### src/ebc_seq_consts.vh
`ifndef BUS_SEQ_CONSTS_VH
`define BUS_SEQ_CONSTS_VH
// ****************************************
// register byte offsets
// ****************************************
`define OFS_TIMING 5'h00
`define OFS_CTRL 5'h04
`define OFS_ADDR 5'h08
`define OFS_WDATA 5'h0c
`define OFS_STATUS 5'h10
`define OFS_RDATA 5'h14
// ****************************************
// chip_select_timing_config fields
// ****************************************
`define TC_AB_LONG 0
`define TC_AB_EXT_LO 1
`define TC_AB_EXT_HI 2
`define TC_C_LO 3
`define TC_C_HI 4
`define TC_D 5
`define TC_E_LO 6
`define TC_E_HI 10
`define TC_F_LO 11
`define TC_F_HI 12
`define TC_RDY_EN 13
`define TC_RDY_POL 14
`define TC_RDY_ASYNC 15
`define TC_MUX 16
`define TC_WIDTH 17
`define TC_RESET 17'h007c0
// ****************************************
// control, status fields
// ****************************************
`define CTRL_START 0
`define CTRL_WRITE 1
`define CTRL_BHE 2
`define ST_BUSY 0
`define ST_DONE 1
// ****************************************
// widths and bus answers
// ****************************************
`define ADDR_W 24
`define DATA_W 16
`define WIN_HI 23
`define WIN_LO 16
`define RESP_OKAY 2'b00
`define RESP_SLVERR 2'b10
`endif

### src/ready_sampler.v
`timescale 1ns/1ns
// ****************************************
// ready input: polarity and optional synchroniser
// ****************************************
module ready_sampler (
   input wire clk,
   input wire rstn,
   input wire ready_in,
   input wire pol_high,
   input wire use_sync,
   output wire ready_active
);
   reg meta_ff;
   reg sync_ff;

   // meta_ff feeds only sync_ff
   always @(posedge clk or negedge rstn) begin
      if (!rstn) begin
         meta_ff <= 1'b0;
         sync_ff <= 1'b0;
      end else begin
         meta_ff <= ready_in;
         sync_ff <= meta_ff;
      end
   end

   // polarity selected after the sync stage
   assign ready_active = use_sync ? (sync_ff == pol_high) : (ready_in == pol_high);
endmodule

### src/ext_bus_sequencer.v
`timescale 1ns/1ns
`include "ebc_seq_consts.vh"
module ext_bus_sequencer (
   input wire clk,
   input wire rstn,
   // axi4-lite slave
   input wire [4:0] s_axi_awaddr,
   input wire s_axi_awvalid,
   output wire s_axi_awready,
   input wire [31:0] s_axi_wdata,
   input wire [3:0] s_axi_wstrb,
   input wire s_axi_wvalid,
   output wire s_axi_wready,
   output reg [1:0] s_axi_bresp,
   output reg s_axi_bvalid,
   input wire s_axi_bready,
   input wire [4:0] s_axi_araddr,
   input wire s_axi_arvalid,
   output wire s_axi_arready,
   output reg [31:0] s_axi_rdata,
   output reg [1:0] s_axi_rresp,
   output reg s_axi_rvalid,
   input wire s_axi_rready,
   // external bus pins
   output reg chip_select_n,
   output reg read_strobe_n,
   output reg write_strobe_n,
   output reg addr_latch_strobe,
   output reg high_byte_enable_n,
   output reg [`ADDR_W-1:0] address_lines,
   input wire [`DATA_W-1:0] shared_addr_data_lines_in,
   output reg [`DATA_W-1:0] shared_addr_data_lines_out,
   output reg shared_addr_data_lines_oe_n,
   input wire [`DATA_W-1:0] dedicated_data_lines_in,
   output reg [`DATA_W-1:0] dedicated_data_lines_out,
   output reg dedicated_data_lines_oe_n,
   input wire ready_in
);
   // ****************************************
   // states
   // ****************************************
   localparam [2:0] ST_IDLE = 3'd0;
   localparam [2:0] ST_AB = 3'd1;
   localparam [2:0] ST_C = 3'd2;
   localparam [2:0] ST_D = 3'd3;
   localparam [2:0] ST_E = 3'd4;
   localparam [2:0] ST_WAIT = 3'd5;
   localparam [2:0] ST_F = 3'd6;

   reg [`TC_WIDTH-1:0] timing_ff;
   reg write_ff;
   reg bhe_ff;
   reg [`ADDR_W-1:0] addr_ff;
   reg [`DATA_W-1:0] wdata_ff;
   reg [`DATA_W-1:0] rdata_ff;
   reg done_ff;
   reg start_ff;
   reg [2:0] state_ff;
   reg [2:0] nxt_state;
   reg [5:0] cnt_ff;
   reg [5:0] nxt_cnt;
   reg waited_ff;
   reg [7:0] last_win_ff;
   reg win_valid_ff;
   wire ready_active;

   // ****************************************
   // axi4-lite register access
   // ****************************************
   function [31:0] merge;
      input [31:0] old;
      input [31:0] val;
      input [3:0] strb;
      integer i;
      begin
         merge = old;
         for (i = 0; i < 4; i = i + 1)
            if (strb[i])
               merge[i*8 +: 8] = val[i*8 +: 8];
      end
   endfunction

   function mapped;
      input [4:0] a;
      begin
         mapped = (a == `OFS_TIMING) || (a == `OFS_CTRL) || (a == `OFS_ADDR) ||
                  (a == `OFS_WDATA) || (a == `OFS_STATUS) || (a == `OFS_RDATA);
      end
   endfunction

   wire wr_go = s_axi_awvalid && s_axi_wvalid && !s_axi_bvalid;
   wire busy = (state_ff != ST_IDLE) || start_ff;
   // writes during a cycle are ignored for config, so the running cycle stays stable
   wire cfg_we = wr_go && !busy;
   wire [31:0] ctrl_merged = merge(32'h0, s_axi_wdata, s_axi_wstrb);
   wire start_req = cfg_we && (s_axi_awaddr == `OFS_CTRL) && ctrl_merged[`CTRL_START];
   wire [31:0] timing_merged = merge({15'h0, timing_ff}, s_axi_wdata, s_axi_wstrb);
   wire [31:0] addr_merged = merge({8'h0, addr_ff}, s_axi_wdata, s_axi_wstrb);
   wire [31:0] wdata_merged = merge({16'h0, wdata_ff}, s_axi_wdata, s_axi_wstrb);
   wire cycle_end;

   assign s_axi_awready = wr_go;
   assign s_axi_wready = wr_go;
   assign s_axi_arready = !s_axi_rvalid;

   always @(posedge clk or negedge rstn) begin
      if (!rstn) begin
         timing_ff <= `TC_RESET;
         write_ff <= 1'b0;
         bhe_ff <= 1'b0;
         addr_ff <= {`ADDR_W{1'b0}};
         wdata_ff <= {`DATA_W{1'b0}};
         start_ff <= 1'b0;
         done_ff <= 1'b0;
         s_axi_bvalid <= 1'b0;
         s_axi_bresp <= `RESP_OKAY;
      end else begin
         start_ff <= start_req;
         if (wr_go) begin
            s_axi_bvalid <= 1'b1;
            s_axi_bresp <= mapped(s_axi_awaddr) ? `RESP_OKAY : `RESP_SLVERR;
         end else if (s_axi_bready) begin
            s_axi_bvalid <= 1'b0;
         end
         if (cfg_we) begin
            case (s_axi_awaddr)
               `OFS_TIMING: begin
                  timing_ff <= timing_merged[`TC_WIDTH-1:0];
               end
               `OFS_CTRL: begin
                  if (s_axi_wstrb[0]) begin
                     write_ff <= s_axi_wdata[`CTRL_WRITE];
                     bhe_ff <= s_axi_wdata[`CTRL_BHE];
                  end
               end
               `OFS_ADDR: begin
                  addr_ff <= addr_merged[`ADDR_W-1:0];
               end
               `OFS_WDATA: begin
                  wdata_ff <= wdata_merged[`DATA_W-1:0];
               end
               default: begin
               end
            endcase
         end
         // completion beats a clear that starts in the same cycle
         if (cycle_end)
            done_ff <= 1'b1;
         else if (start_req)
            done_ff <= 1'b0;
      end
   end

   always @(posedge clk or negedge rstn) begin
      if (!rstn) begin
         s_axi_rvalid <= 1'b0;
         s_axi_rdata <= 32'h0;
         s_axi_rresp <= `RESP_OKAY;
      end else if (s_axi_arvalid && !s_axi_rvalid) begin
         s_axi_rvalid <= 1'b1;
         s_axi_rresp <= mapped(s_axi_araddr) ? `RESP_OKAY : `RESP_SLVERR;
         case (s_axi_araddr)
            `OFS_TIMING: s_axi_rdata <= {15'h0, timing_ff};
            `OFS_CTRL: s_axi_rdata <= {29'h0, bhe_ff, write_ff, 1'b0};
            `OFS_ADDR: s_axi_rdata <= {8'h0, addr_ff};
            `OFS_WDATA: s_axi_rdata <= {16'h0, wdata_ff};
            `OFS_STATUS: s_axi_rdata <= {30'h0, done_ff, busy};
            `OFS_RDATA: s_axi_rdata <= {16'h0, rdata_ff};
            default: s_axi_rdata <= 32'h0;
         endcase
      end else if (s_axi_rready) begin
         s_axi_rvalid <= 1'b0;
      end
   end

   // ****************************************
   // phase lengths, one unit per clock
   // ****************************************
   wire [1:0] c_len = timing_ff[`TC_C_HI:`TC_C_LO];
   wire d_len = timing_ff[`TC_D];
   wire [5:0] e_len = {1'b0, timing_ff[`TC_E_HI:`TC_E_LO]} + 6'd1;
   wire [1:0] f_len = timing_ff[`TC_F_HI:`TC_F_LO];
   wire rdy_en = timing_ff[`TC_RDY_EN];
   wire rdy_async = timing_ff[`TC_RDY_ASYNC];
   wire mux = timing_ff[`TC_MUX];
   wire win_change = !win_valid_ff || (addr_ff[`WIN_HI:`WIN_LO] != last_win_ff);
   // extension when the address window moves, and on the first cycle after reset
   wire [5:0] ab_len = {5'h0, timing_ff[`TC_AB_LONG]} + 6'd1 +
                       (win_change ? {4'h0, timing_ff[`TC_AB_EXT_HI:`TC_AB_EXT_LO]} : 6'd0);
   wire last_unit = (cnt_ff == 6'd1);
   wire access_end = ((state_ff == ST_E) && last_unit &&
                      (!rdy_en || (ready_active && !(rdy_async && !waited_ff)))) ||
                     ((state_ff == ST_WAIT) && ready_active);
   assign cycle_end = (access_end && (f_len == 2'd0)) || ((state_ff == ST_F) && last_unit);

   ready_sampler ready_sampler_inst (
      .clk(clk),
      .rstn(rstn),
      .ready_in(ready_in),
      .pol_high(timing_ff[`TC_RDY_POL]),
      .use_sync(rdy_async),
      .ready_active(ready_active)
   );

   // ****************************************
   // phase sequencer
   // ****************************************
   always @* begin
      nxt_state = state_ff;
      nxt_cnt = cnt_ff - 6'd1;
      case (state_ff)
         ST_IDLE: begin
            nxt_cnt = ab_len;
            if (start_ff)
               nxt_state = ST_AB;
         end
         ST_AB: begin
            if (last_unit) begin
               if (c_len != 2'd0) begin
                  nxt_state = ST_C;
                  nxt_cnt = {4'h0, c_len};
               end else if (d_len) begin
                  nxt_state = ST_D;
                  nxt_cnt = 6'd1;
               end else begin
                  nxt_state = ST_E;
                  nxt_cnt = e_len;
               end
            end
         end
         ST_C: begin
            if (last_unit) begin
               if (d_len) begin
                  nxt_state = ST_D;
                  nxt_cnt = 6'd1;
               end else begin
                  nxt_state = ST_E;
                  nxt_cnt = e_len;
               end
            end
         end
         ST_D: begin
            nxt_state = ST_E;
            nxt_cnt = e_len;
         end
         ST_E, ST_WAIT: begin
            if (state_ff == ST_WAIT)
               nxt_cnt = 6'd1;
            if (access_end) begin
               nxt_state = (f_len != 2'd0) ? ST_F : ST_IDLE;
               nxt_cnt = {4'h0, f_len};
            end else if (state_ff == ST_WAIT || last_unit) begin
               // a synchronised ready always costs one wait first
               nxt_state = ST_WAIT;
               nxt_cnt = 6'd1;
            end
         end
         ST_F: begin
            if (last_unit)
               nxt_state = ST_IDLE;
         end
         default: begin
            nxt_state = ST_IDLE;
         end
      endcase
   end

   always @(posedge clk or negedge rstn) begin
      if (!rstn) begin
         state_ff <= ST_IDLE;
         cnt_ff <= 6'd0;
         waited_ff <= 1'b0;
         last_win_ff <= 8'h0;
         win_valid_ff <= 1'b0;
         rdata_ff <= {`DATA_W{1'b0}};
      end else begin
         state_ff <= nxt_state;
         cnt_ff <= nxt_cnt;
         waited_ff <= (state_ff == ST_WAIT) || (waited_ff && state_ff != ST_IDLE);
         if (state_ff == ST_AB && last_unit) begin
            last_win_ff <= addr_ff[`WIN_HI:`WIN_LO];
            win_valid_ff <= 1'b1;
         end
         // sampled on the edge that lifts the read strobe; nothing later is looked at
         if (access_end && !write_ff)
            rdata_ff <= mux ? shared_addr_data_lines_in : dedicated_data_lines_in;
      end
   end

   // ****************************************
   // registered pin drive from next phase
   // ****************************************
   wire in_cycle = (nxt_state != ST_IDLE);
   wire in_cmd = (nxt_state == ST_E) || (nxt_state == ST_WAIT);
   wire data_phase = (nxt_state == ST_D) || in_cmd || (nxt_state == ST_F);

   always @(posedge clk or negedge rstn) begin
      if (!rstn) begin
         chip_select_n <= 1'b1;
         read_strobe_n <= 1'b1;
         write_strobe_n <= 1'b1;
         addr_latch_strobe <= 1'b0;
         high_byte_enable_n <= 1'b1;
         address_lines <= {`ADDR_W{1'b0}};
         shared_addr_data_lines_out <= {`DATA_W{1'b0}};
         shared_addr_data_lines_oe_n <= 1'b1;
         dedicated_data_lines_out <= {`DATA_W{1'b0}};
         dedicated_data_lines_oe_n <= 1'b1;
      end else begin
         chip_select_n <= !in_cycle;
         read_strobe_n <= !(in_cmd && !write_ff);
         write_strobe_n <= !(in_cmd && write_ff);
         high_byte_enable_n <= !(in_cycle && bhe_ff);
         addr_latch_strobe <= mux && (nxt_state == ST_AB);
         // read data is held in rdata_ff; address_lines loads addr_ff only in setup and holds it until the next setup
         if (nxt_state == ST_AB)
            address_lines <= addr_ff;
         if (mux) begin
            // address during setup, then write data; read turns the bus around
            if (nxt_state == ST_AB) begin
               shared_addr_data_lines_out <= addr_ff[`DATA_W-1:0];
               shared_addr_data_lines_oe_n <= 1'b0;
            end else if (data_phase && write_ff) begin
               shared_addr_data_lines_out <= wdata_ff;
               shared_addr_data_lines_oe_n <= 1'b0;
            end else begin
               shared_addr_data_lines_oe_n <= 1'b1;
            end
            dedicated_data_lines_oe_n <= 1'b1;
         end else begin
            shared_addr_data_lines_oe_n <= 1'b1;
            dedicated_data_lines_out <= wdata_ff;
            dedicated_data_lines_oe_n <= !(data_phase && write_ff);
         end
      end
   end
endmodule

### config.mk
export PLATFORM = sky130hd
export DESIGN_NAME = ext_bus_sequencer
export DESIGN_NICKNAME = d
export VERILOG_FILES = /design/src/ready_sampler.v /design/src/ext_bus_sequencer.v
export VERILOG_INCLUDE_DIRS = /design/src /design/src/src
export SDC_FILE = /design/constraint.sdc
export NUM_CORES = 1
export LEC_CHECK = 0
export BUFFER_PORTS_ARGS = -buffer_cell sky130_fd_sc_hd__buf_2
export CORE_MARGIN = 2
export CORE_UTILIZATION = 59
export CTS_BUF_LIST = sky130_fd_sc_hd__clkbuf_16
export CTS_CLUSTER_SIZE = 25
export DETAILED_ROUTE_END_ITERATION = 8
export PLACE_DENSITY = 0.95
export SKIP_LAST_GASP = 1
export SYNTH_ARGS = -nofsm -noshare
export SYNTH_HDL_FRONTEND = slang
export SYNTH_SLANG_ARGS = --single-unit
### constraint.sdc
create_clock -name clk -period 4.2 [get_ports clk]
set_input_delay 0.42 -clock clk [delete_from_list [all_inputs] [get_ports clk]]
set_output_delay 0.42 -clock clk [all_outputs]
set_load 0.005 [all_outputs]
==> results of run 1 <==
==> critical path, cell delays in order, from the launching register on <==
cell	delay [ns]
dfrtp_1	0.45
ha_1	0.19
or3b_4	0.41
nor4_4	0.20
a32oi_2	0.19
o31ai_4	0.26
or3b_1	0.41
and3_1	0.30
buf_4	0.27
mux2_4	0.32
==> stage by stage <==
| stage | setup WS, ns | cells | power (mW) |
|---|---|---|---|
| after floorplan | 1.46 | 697 | 3.26 |
| after global placement | 1.14 | 1015 | 3.66 |
| after detailed placement | 1.07 | 1015 | 3.73 |
| after CTS | 1.07 | 1047 | 5.37 |
| after global routing | 0.931 | 1047 | 5.62 |
| final | 1.07 | 1047 | 5.37 |
==> worst max path at each step <==
stage / start / cells after the start / slack, ns / endpoint
global placement: cnt_ff[0]$_DFF_PN0_ / 9 / 1.14 / shared_addr_data_lines_out[14]$_DFFE_PN0P_
floorplan: cnt_ff[1]$_DFF_PN0_ / 11 / 1.46 / shared_addr_data_lines_out[10]$_DFFE_PN0P_
finish: cnt_ff[0]$_DFF_PN0_ / 9 / 1.07 / shared_addr_data_lines_out[15]$_DFFE_PN0P_
detailed placement: cnt_ff[0]$_DFF_PN0_ / 9 / 1.07 / shared_addr_data_lines_out[8]$_DFFE_PN0P_
global route: state_ff[2]$_DFF_PN0_ / 8 / 0.93 / shared_addr_data_lines_out[6]$_DFFE_PN0P_
CTS: cnt_ff[0]$_DFF_PN0_ / 9 / 1.07 / shared_addr_data_lines_out[13]$_DFFE_PN0P_
==> registers in the layout, summed over array words and instances, names as in the netlist, 6 cells and up <==
name,cells
dedicated_data_lines_out,16
last_win_ff,8
addr_ff,24
timing_ff,17
rdata_ff,16
address_lines,24
cnt_ff,6
shared_addr_data_lines_out,16
wdata_ff,16
s_axi_rdata,24
==> layer usage <==
| metal | part of all wire [%] | GRT usage, % |
|---|---|---|
| met4 | 5.1 | 16.3 |
| met2 | 49 | 46.6 |
| met1 | 39 | 35.4 |
| met3 | 6.9 | 6.62 |
| met5 | 0 | 0 |
==> power by group <==
part           total, mW  switching [mW]  leakage (nW)  internal, mW
clock               1.65           0.754         0.288         0.897
sequential          2.38           0.258          2.50          2.12
combinational       1.34           0.712          2.35         0.627
==> final cells by class <==
class / count / area (µm²)
clock buffers: 17 / 425
clock inverters: 15 / 180
fillers: 969 / 4200
inverters: 17 / 63.8
multi-input cells: 446 / 3590
flip-flops and latches: 189 / 4740
well taps: 184 / 230
repair buffers: 179 / 940
==> placed cells by master, fill, tap and decap left out, drive strengths merged, types with 5 or more instances in the layout <==
cell type  synthesis  final
o21ai             22     22
mux2             134    134
inv               17     22
a22o              24     24
mux2i             20     20
nor3               6      6
nand2b             8      8
nand3             11     11
clkinv             0      5
buf               14    178
clkbuf            31     18
a211oi             5      5
dfrtp            178    178
dfstp             11     11
nor2              32     32
xnor2             12     12
a222oi            14     14
ha                 5      5
conb               1     10
nand2             57     57
a21oi             21     21
and2               5      5
==> cells by family (layout without fill, tap and decap cells) <==
kind of cell / Yosys count / in the layout / synth area share (%)
buffers and inverters: 62 / 228 / 3.48
muxes: 154 / 154 / 20.3
other: 1 / 10 / 0.0437
xor gates and xnor gates: 16 / 16 / 1.63
and+or+nand+nor: 145 / 145 / 8.41
adders and majority gates: 5 / 5 / 0.728
DFF: 189 / 189 / 55.2
AOI/OAI and AO/OA: 116 / 116 / 10.2
==> flow_summary.ini, run 1 <==
[floorplan]
die_w_um = 125
start_util_pct = 59.8
num_rows = 44
coreArea_um2 = 14400
io_pins = 190
chipHeight_um = 125
die_area_um2 = 15500

[routing]
wl_per_cell_um = 20.9
ant_nets = 0
vias_per_cell = 6.09
drt-total-wl_um = 21900
vias = 6377
drt_iter0_markers = 589
remaining_drc_errors = 0
firstDrtPassIters = 5

[critical_path]
cp-start-kind = flip-flop
regToRegSetupSlack_ns = 1.07
crit_arrival_ns = 3.44
timing.rr.start = cnt_ff[0]$_DFF_PN0_
r2r-end = shared_addr_data_lines_out[15]$_DFFE_PN0P_
critPathRequiredTime_ns = 4.52
reg2reg_depth = 9
criticalPathCategory = flip-flop to flip-flop
cp_max_fo = 13
endpoint_kind = flip-flop

[sta]
max_freq_mhz = 320
holdWs_ns = 0.120
worst_slew_margin_rel_pct = 22.6
layout_min_cycle_time_ns = 3.13
setup_viol = 0
hold_viol_final = 0
finalClockSkew_ns = 0.00958
maxSlewViolCount = 0
rsz0062_at_grt = no
finalCritPeriodShare_pct = 74.5
worstMarginPinSlew_ns = 1.16
finalSetupTns_ns = 0

[cts]
cts_root_buf = clkbuf_16
cts_hold_buf = 0
post_cts_resized = 0
post_cts_buffers = 0
cts_buffer_depth = 2
clkSinkCount = 189
cts_tree = done
htree_levels = 4
cts_made_buffers = 17
clk_pin_slew_ns = 0.07
insertion_delay_ns = 0.44

[yosys]
syn_area_um2 = 8590
synth-seq-area-share_pct = 55.2
syn_inst = 688
synth.most_common_cell = dfrtp_1
synthFlopType = dfrtp_1
synthTopCellsByArea = dfrtp_1 (52%), mux2_2 (16%), dfstp_2 (3.4%)
syn_avg_cell_area_um2 = 12.5
ys_ff_latch = 189
async_flop_share_pct = 100
synth_top_area_share_pct = 51.9
synth_edf_count = 0
synth_commonest_cells = dfrtp_1 (178), mux2_2 (125), nand2_1 (57)
ys_warn_count = 0
yosys.cell_types.count = 67
yosysTopAreaCell = dfrtp_1

[final_layout]
final_cell_area_um2 = 10200
utilization_pct = 70.8
drive_gt1_share_pct = 42.6
n_antenna_cell = 0
finalNetCount = 941
syn2layout_area_growth_pct = 18.4

[global_routing]
grt_start_max_net_pins = 126
first_global_vias = 6567
antenna_found_initial = 0
grt_pass1_wl_um = 34700
grt_usage_pct = 28.7
grt_overflow = 0

[power]
p_leak_nw = 5.14
ir_drop_uv = 410
power_density_nw_per_um2 = 528

[job]
maxCapViolCount = 0

[placement]
dpl_cell_area_um2 = 9570
dp_hpwl_um = 14900
place_congestion = 0.876
io_buffers = 170

[hold_path]
min_path_type = primary input to asynchronous set/reset pin

[outcome]
status = finished clean
No activity file was read; power rests on OpenSTA's default activity.
==> run 2, diff against run 1 <==
--- a/config.mk
+++ b/config.mk
@@ -8,11 +8,11 @@
 export LEC_CHECK = 0
 export BUFFER_PORTS_ARGS = -buffer_cell sky130_fd_sc_hd__buf_2
 export CORE_MARGIN = 2
-export CORE_UTILIZATION = 59
+export CORE_UTILIZATION = 49
 export CTS_BUF_LIST = sky130_fd_sc_hd__clkbuf_16
 export CTS_CLUSTER_SIZE = 25
 export DETAILED_ROUTE_END_ITERATION = 8
-export PLACE_DENSITY = 0.95
+export PLACE_DENSITY = 0.88
 export SKIP_LAST_GASP = 1
 export SYNTH_ARGS = -nofsm -noshare
 export SYNTH_HDL_FRONTEND = slang
==> constraint.sdc (replaced) <==
create_clock -name clk -period 2.74 [get_ports clk]
set_input_delay 0.274 -clock clk [delete_from_list [all_inputs] [get_ports clk]]
set_output_delay 0.274 -clock clk [all_outputs]
set_load 0.005 [all_outputs]
==> run 2 against run 1 <==
Compared with the run above: the run now ends with setup timing left; via count decreased by 0.36%; global-route usage decreased by 4.6 points; register-to-register slack worse by 1.1 ns; clock power is 41% higher; die area grew 20%; first-iteration DRC count fell by 3.2%; power up 55%; sequential share of layout area decreased by 1.6 points; clock skew increased by 0.0030 ns; highest routed layer is now met5.
==> flow_summary.ini, run 2 (synthesis results as in run 1) <==
[floorplan]
start_util_pct = 49.8
die_area_um2 = 18600
chipHeight_um = 136
io_pins = 190
die_w_um = 136
num_rows = 48
coreArea_um2 = 17200

[sta]
hold_viol_final = 0
setup_viol = 7
finalSetupTns_ns = -0.0532
max_freq_mhz = 364
maxSlewViolCount = 0
rsz0062_at_grt = yes
finalCritPeriodShare_pct = 100
layout_min_cycle_time_ns = 2.75
worst_slew_margin_rel_pct = 50.7
timing.final.ws_setup_ns = -0.0108
worstMarginPinSlew_ns = 0.740
finalClockSkew_ns = 0.0126

[routing]
ant_nets = 0
drt-total-wl_um = 21800
wl_per_cell_um = 19.3
remaining_drc_errors = 0
vias = 6354
firstDrtPassIters = 5
drt_iter0_markers = 570
vias_per_cell = 5.64

[final_layout]
finalNetCount = 977
drive_gt1_share_pct = 44.9
layout_common_cells = dfrtp_1 (177), buf_2 (169), mux2_2 (125), nand2_1 (57), buf_4 (38)
final_common_cell = dfrtp_1
top_regs = addr_ff x24, address_lines x24, s_axi_rdata x24
syn2layout_area_growth_pct = 22.6

[critical_path]
critPathRequiredTime_ns = 3.06
cp_max_fo = 7
criticalPathCategory = flip-flop to flip-flop
crit_arrival_ns = 3.07
r2r-end = shared_addr_data_lines_out[11]$_DFFE_PN0P_
cp-start-kind = flip-flop
endpoint_kind = flip-flop
reg2reg_depth = 10
regToRegSetupSlack_ns = -0.01
timing.rr.start = cnt_ff[1]$_DFF_PN0_

[outcome]
failed_checks = setup timing
status = finished, violations left

[hold_path]
hold_start = s_axi_rready
hold_depth = 2
hold-path-endpoint = s_axi_rvalid$_DFFE_PN0P_
min_path_type = primary input to flip-flop

[power]
power.share.sequential_pct = 43.2
p_sw_mw = 2.67
power_frac_clock_pct = 28.0
power_density_nw_per_um2 = 792
total_power_mw = 8.34
ir_drop_uv = 586
combinationalPowerShare_pct = 28.8
p_int_mw = 5.66
swShare_pct = 32.1
p_leak_nw = 5.31

[cts]
cts_buffer_depth = 2
cts_tree = done
cts_made_buffers = 17
cts_root_buf = clkbuf_16
clk_pin_slew_ns = 0.07
insertion_delay_ns = 0.43
htree_levels = 4
clkSinkCount = 189

[placement]
io_buffers = 170
place_congestion = 0.882
dp_hpwl_um = 15400

[global_routing]
grt_usage_pct = 24.0
grt_start_max_net_pins = 93
grt_overflow = 0
antenna_found_initial = 2
first_global_vias = 6218
grt_pass1_wl_um = 33900

[job]
maxCapViolCount = 0
-- run 2: power by group through the flow --
stage | Combinational [mW] | Sequential (mW) | Clock [mW]
2_1_floorplan | 1.44 | 3.56 | 0
3_5_place_dp | 2.32 | 3.63 | 0
4_1_cts | 2.39 | 3.60 | 2.37
5_1_grt | 2.66 | 3.66 | 2.48
3_3_place_gp | 2.25 | 3.61 | 0
6_report | 2.40 | 3.60 | 2.33
-- run 2: repair_timing --
action,CTS,global route
cloned,1,0
pin swaps,1,1
hold endpoints to repair,84,0
gates resized for setup,6,1
hold buffers,2,0
setup endpoints to repair,16,16
setup buffers,4,0
-- run 2: area by class of cell --
| cell class | instances | area (µm²) |
|---|---|---|
| Timing Repair Buffer | 215 | 1270 |
| Clock inverter | 15 | 129 |
| Tap cell | 225 | 282 |
| Multi-Input combinational cell | 446 | 3610 |
| Sequential cell | 189 | 4740 |
| Inverter | 17 | 63.8 |
| Clock buffer | 17 | 425 |
| Antenna cell | 2 | 5.00 |
| Fill cell | 1350 | 6710 |
-- run 2: through the flow --
stage | cell area [µm²] | hold WS [ns] | worst slack [ns] | util [%] | cells
after floorplan | 8620 | -0.0216 | 0.00443 | - | 697
after global placement | 9870 | 0.332 | -0.0261 | 57.3 | 1085
after global routing | 10500 | 0.00888 | -0.122 | 61.1 | 1124
after CTS | 10500 | 0.0121 | -0.00810 | 61.0 | 1124
final | 10500 | 0.0210 | -0.0108 | 61.1 | 1126
after detailed placement | 9870 | 0.356 | -0.0731 | 57.3 | 1085
-- run 2: metal layers --
metal | vias up | share of wire (%) | track usage, %
li1 | 2897 | - | -
met1 | 3165 | 42 | 31.7
met3 | 42 | 6.7 | 5.56
met5 | - | 0.060 | 0
met2 | 248 | 49 | 38.8
met4 | 2 | 2.7 | 8.91
-- run 2: how the worst max path moves through the flow --
stage | startpoint | cells after the start | to
after floorplan | cnt_ff[1]$_DFF_PN0_ | 11 | shared_addr_data_lines_out[10]$_DFFE_PN0P_
after global placement | cnt_ff[1]$_DFF_PN0_ | 10 | shared_addr_data_lines_out[10]$_DFFE_PN0P_
after detailed placement | cnt_ff[1]$_DFF_PN0_ | 10 | shared_addr_data_lines_out[11]$_DFFE_PN0P_
after CTS | cnt_ff[1]$_DFF_PN0_ | 11 | shared_addr_data_lines_out[5]$_DFFE_PN0P_
after global routing | cnt_ff[1]$_DFF_PN0_ | 10 | shared_addr_data_lines_out[13]$_DFFE_PN0P_
final | cnt_ff[1]$_DFF_PN0_ | 10 | shared_addr_data_lines_out[11]$_DFFE_PN0P_
-- run 2: worst max-delay path, cell delays in order (launching register included) --
cell and delay [ns]:
dfrtp_1 0.39, inv_2 0.08, ha_4 0.12, or3b_4 0.39
nor4_4 0.19, a32oi_2 0.19, o31ai_4 0.20, or3b_4 0.40
and3_4 0.22, buf_12 0.16, mux2_4 0.30
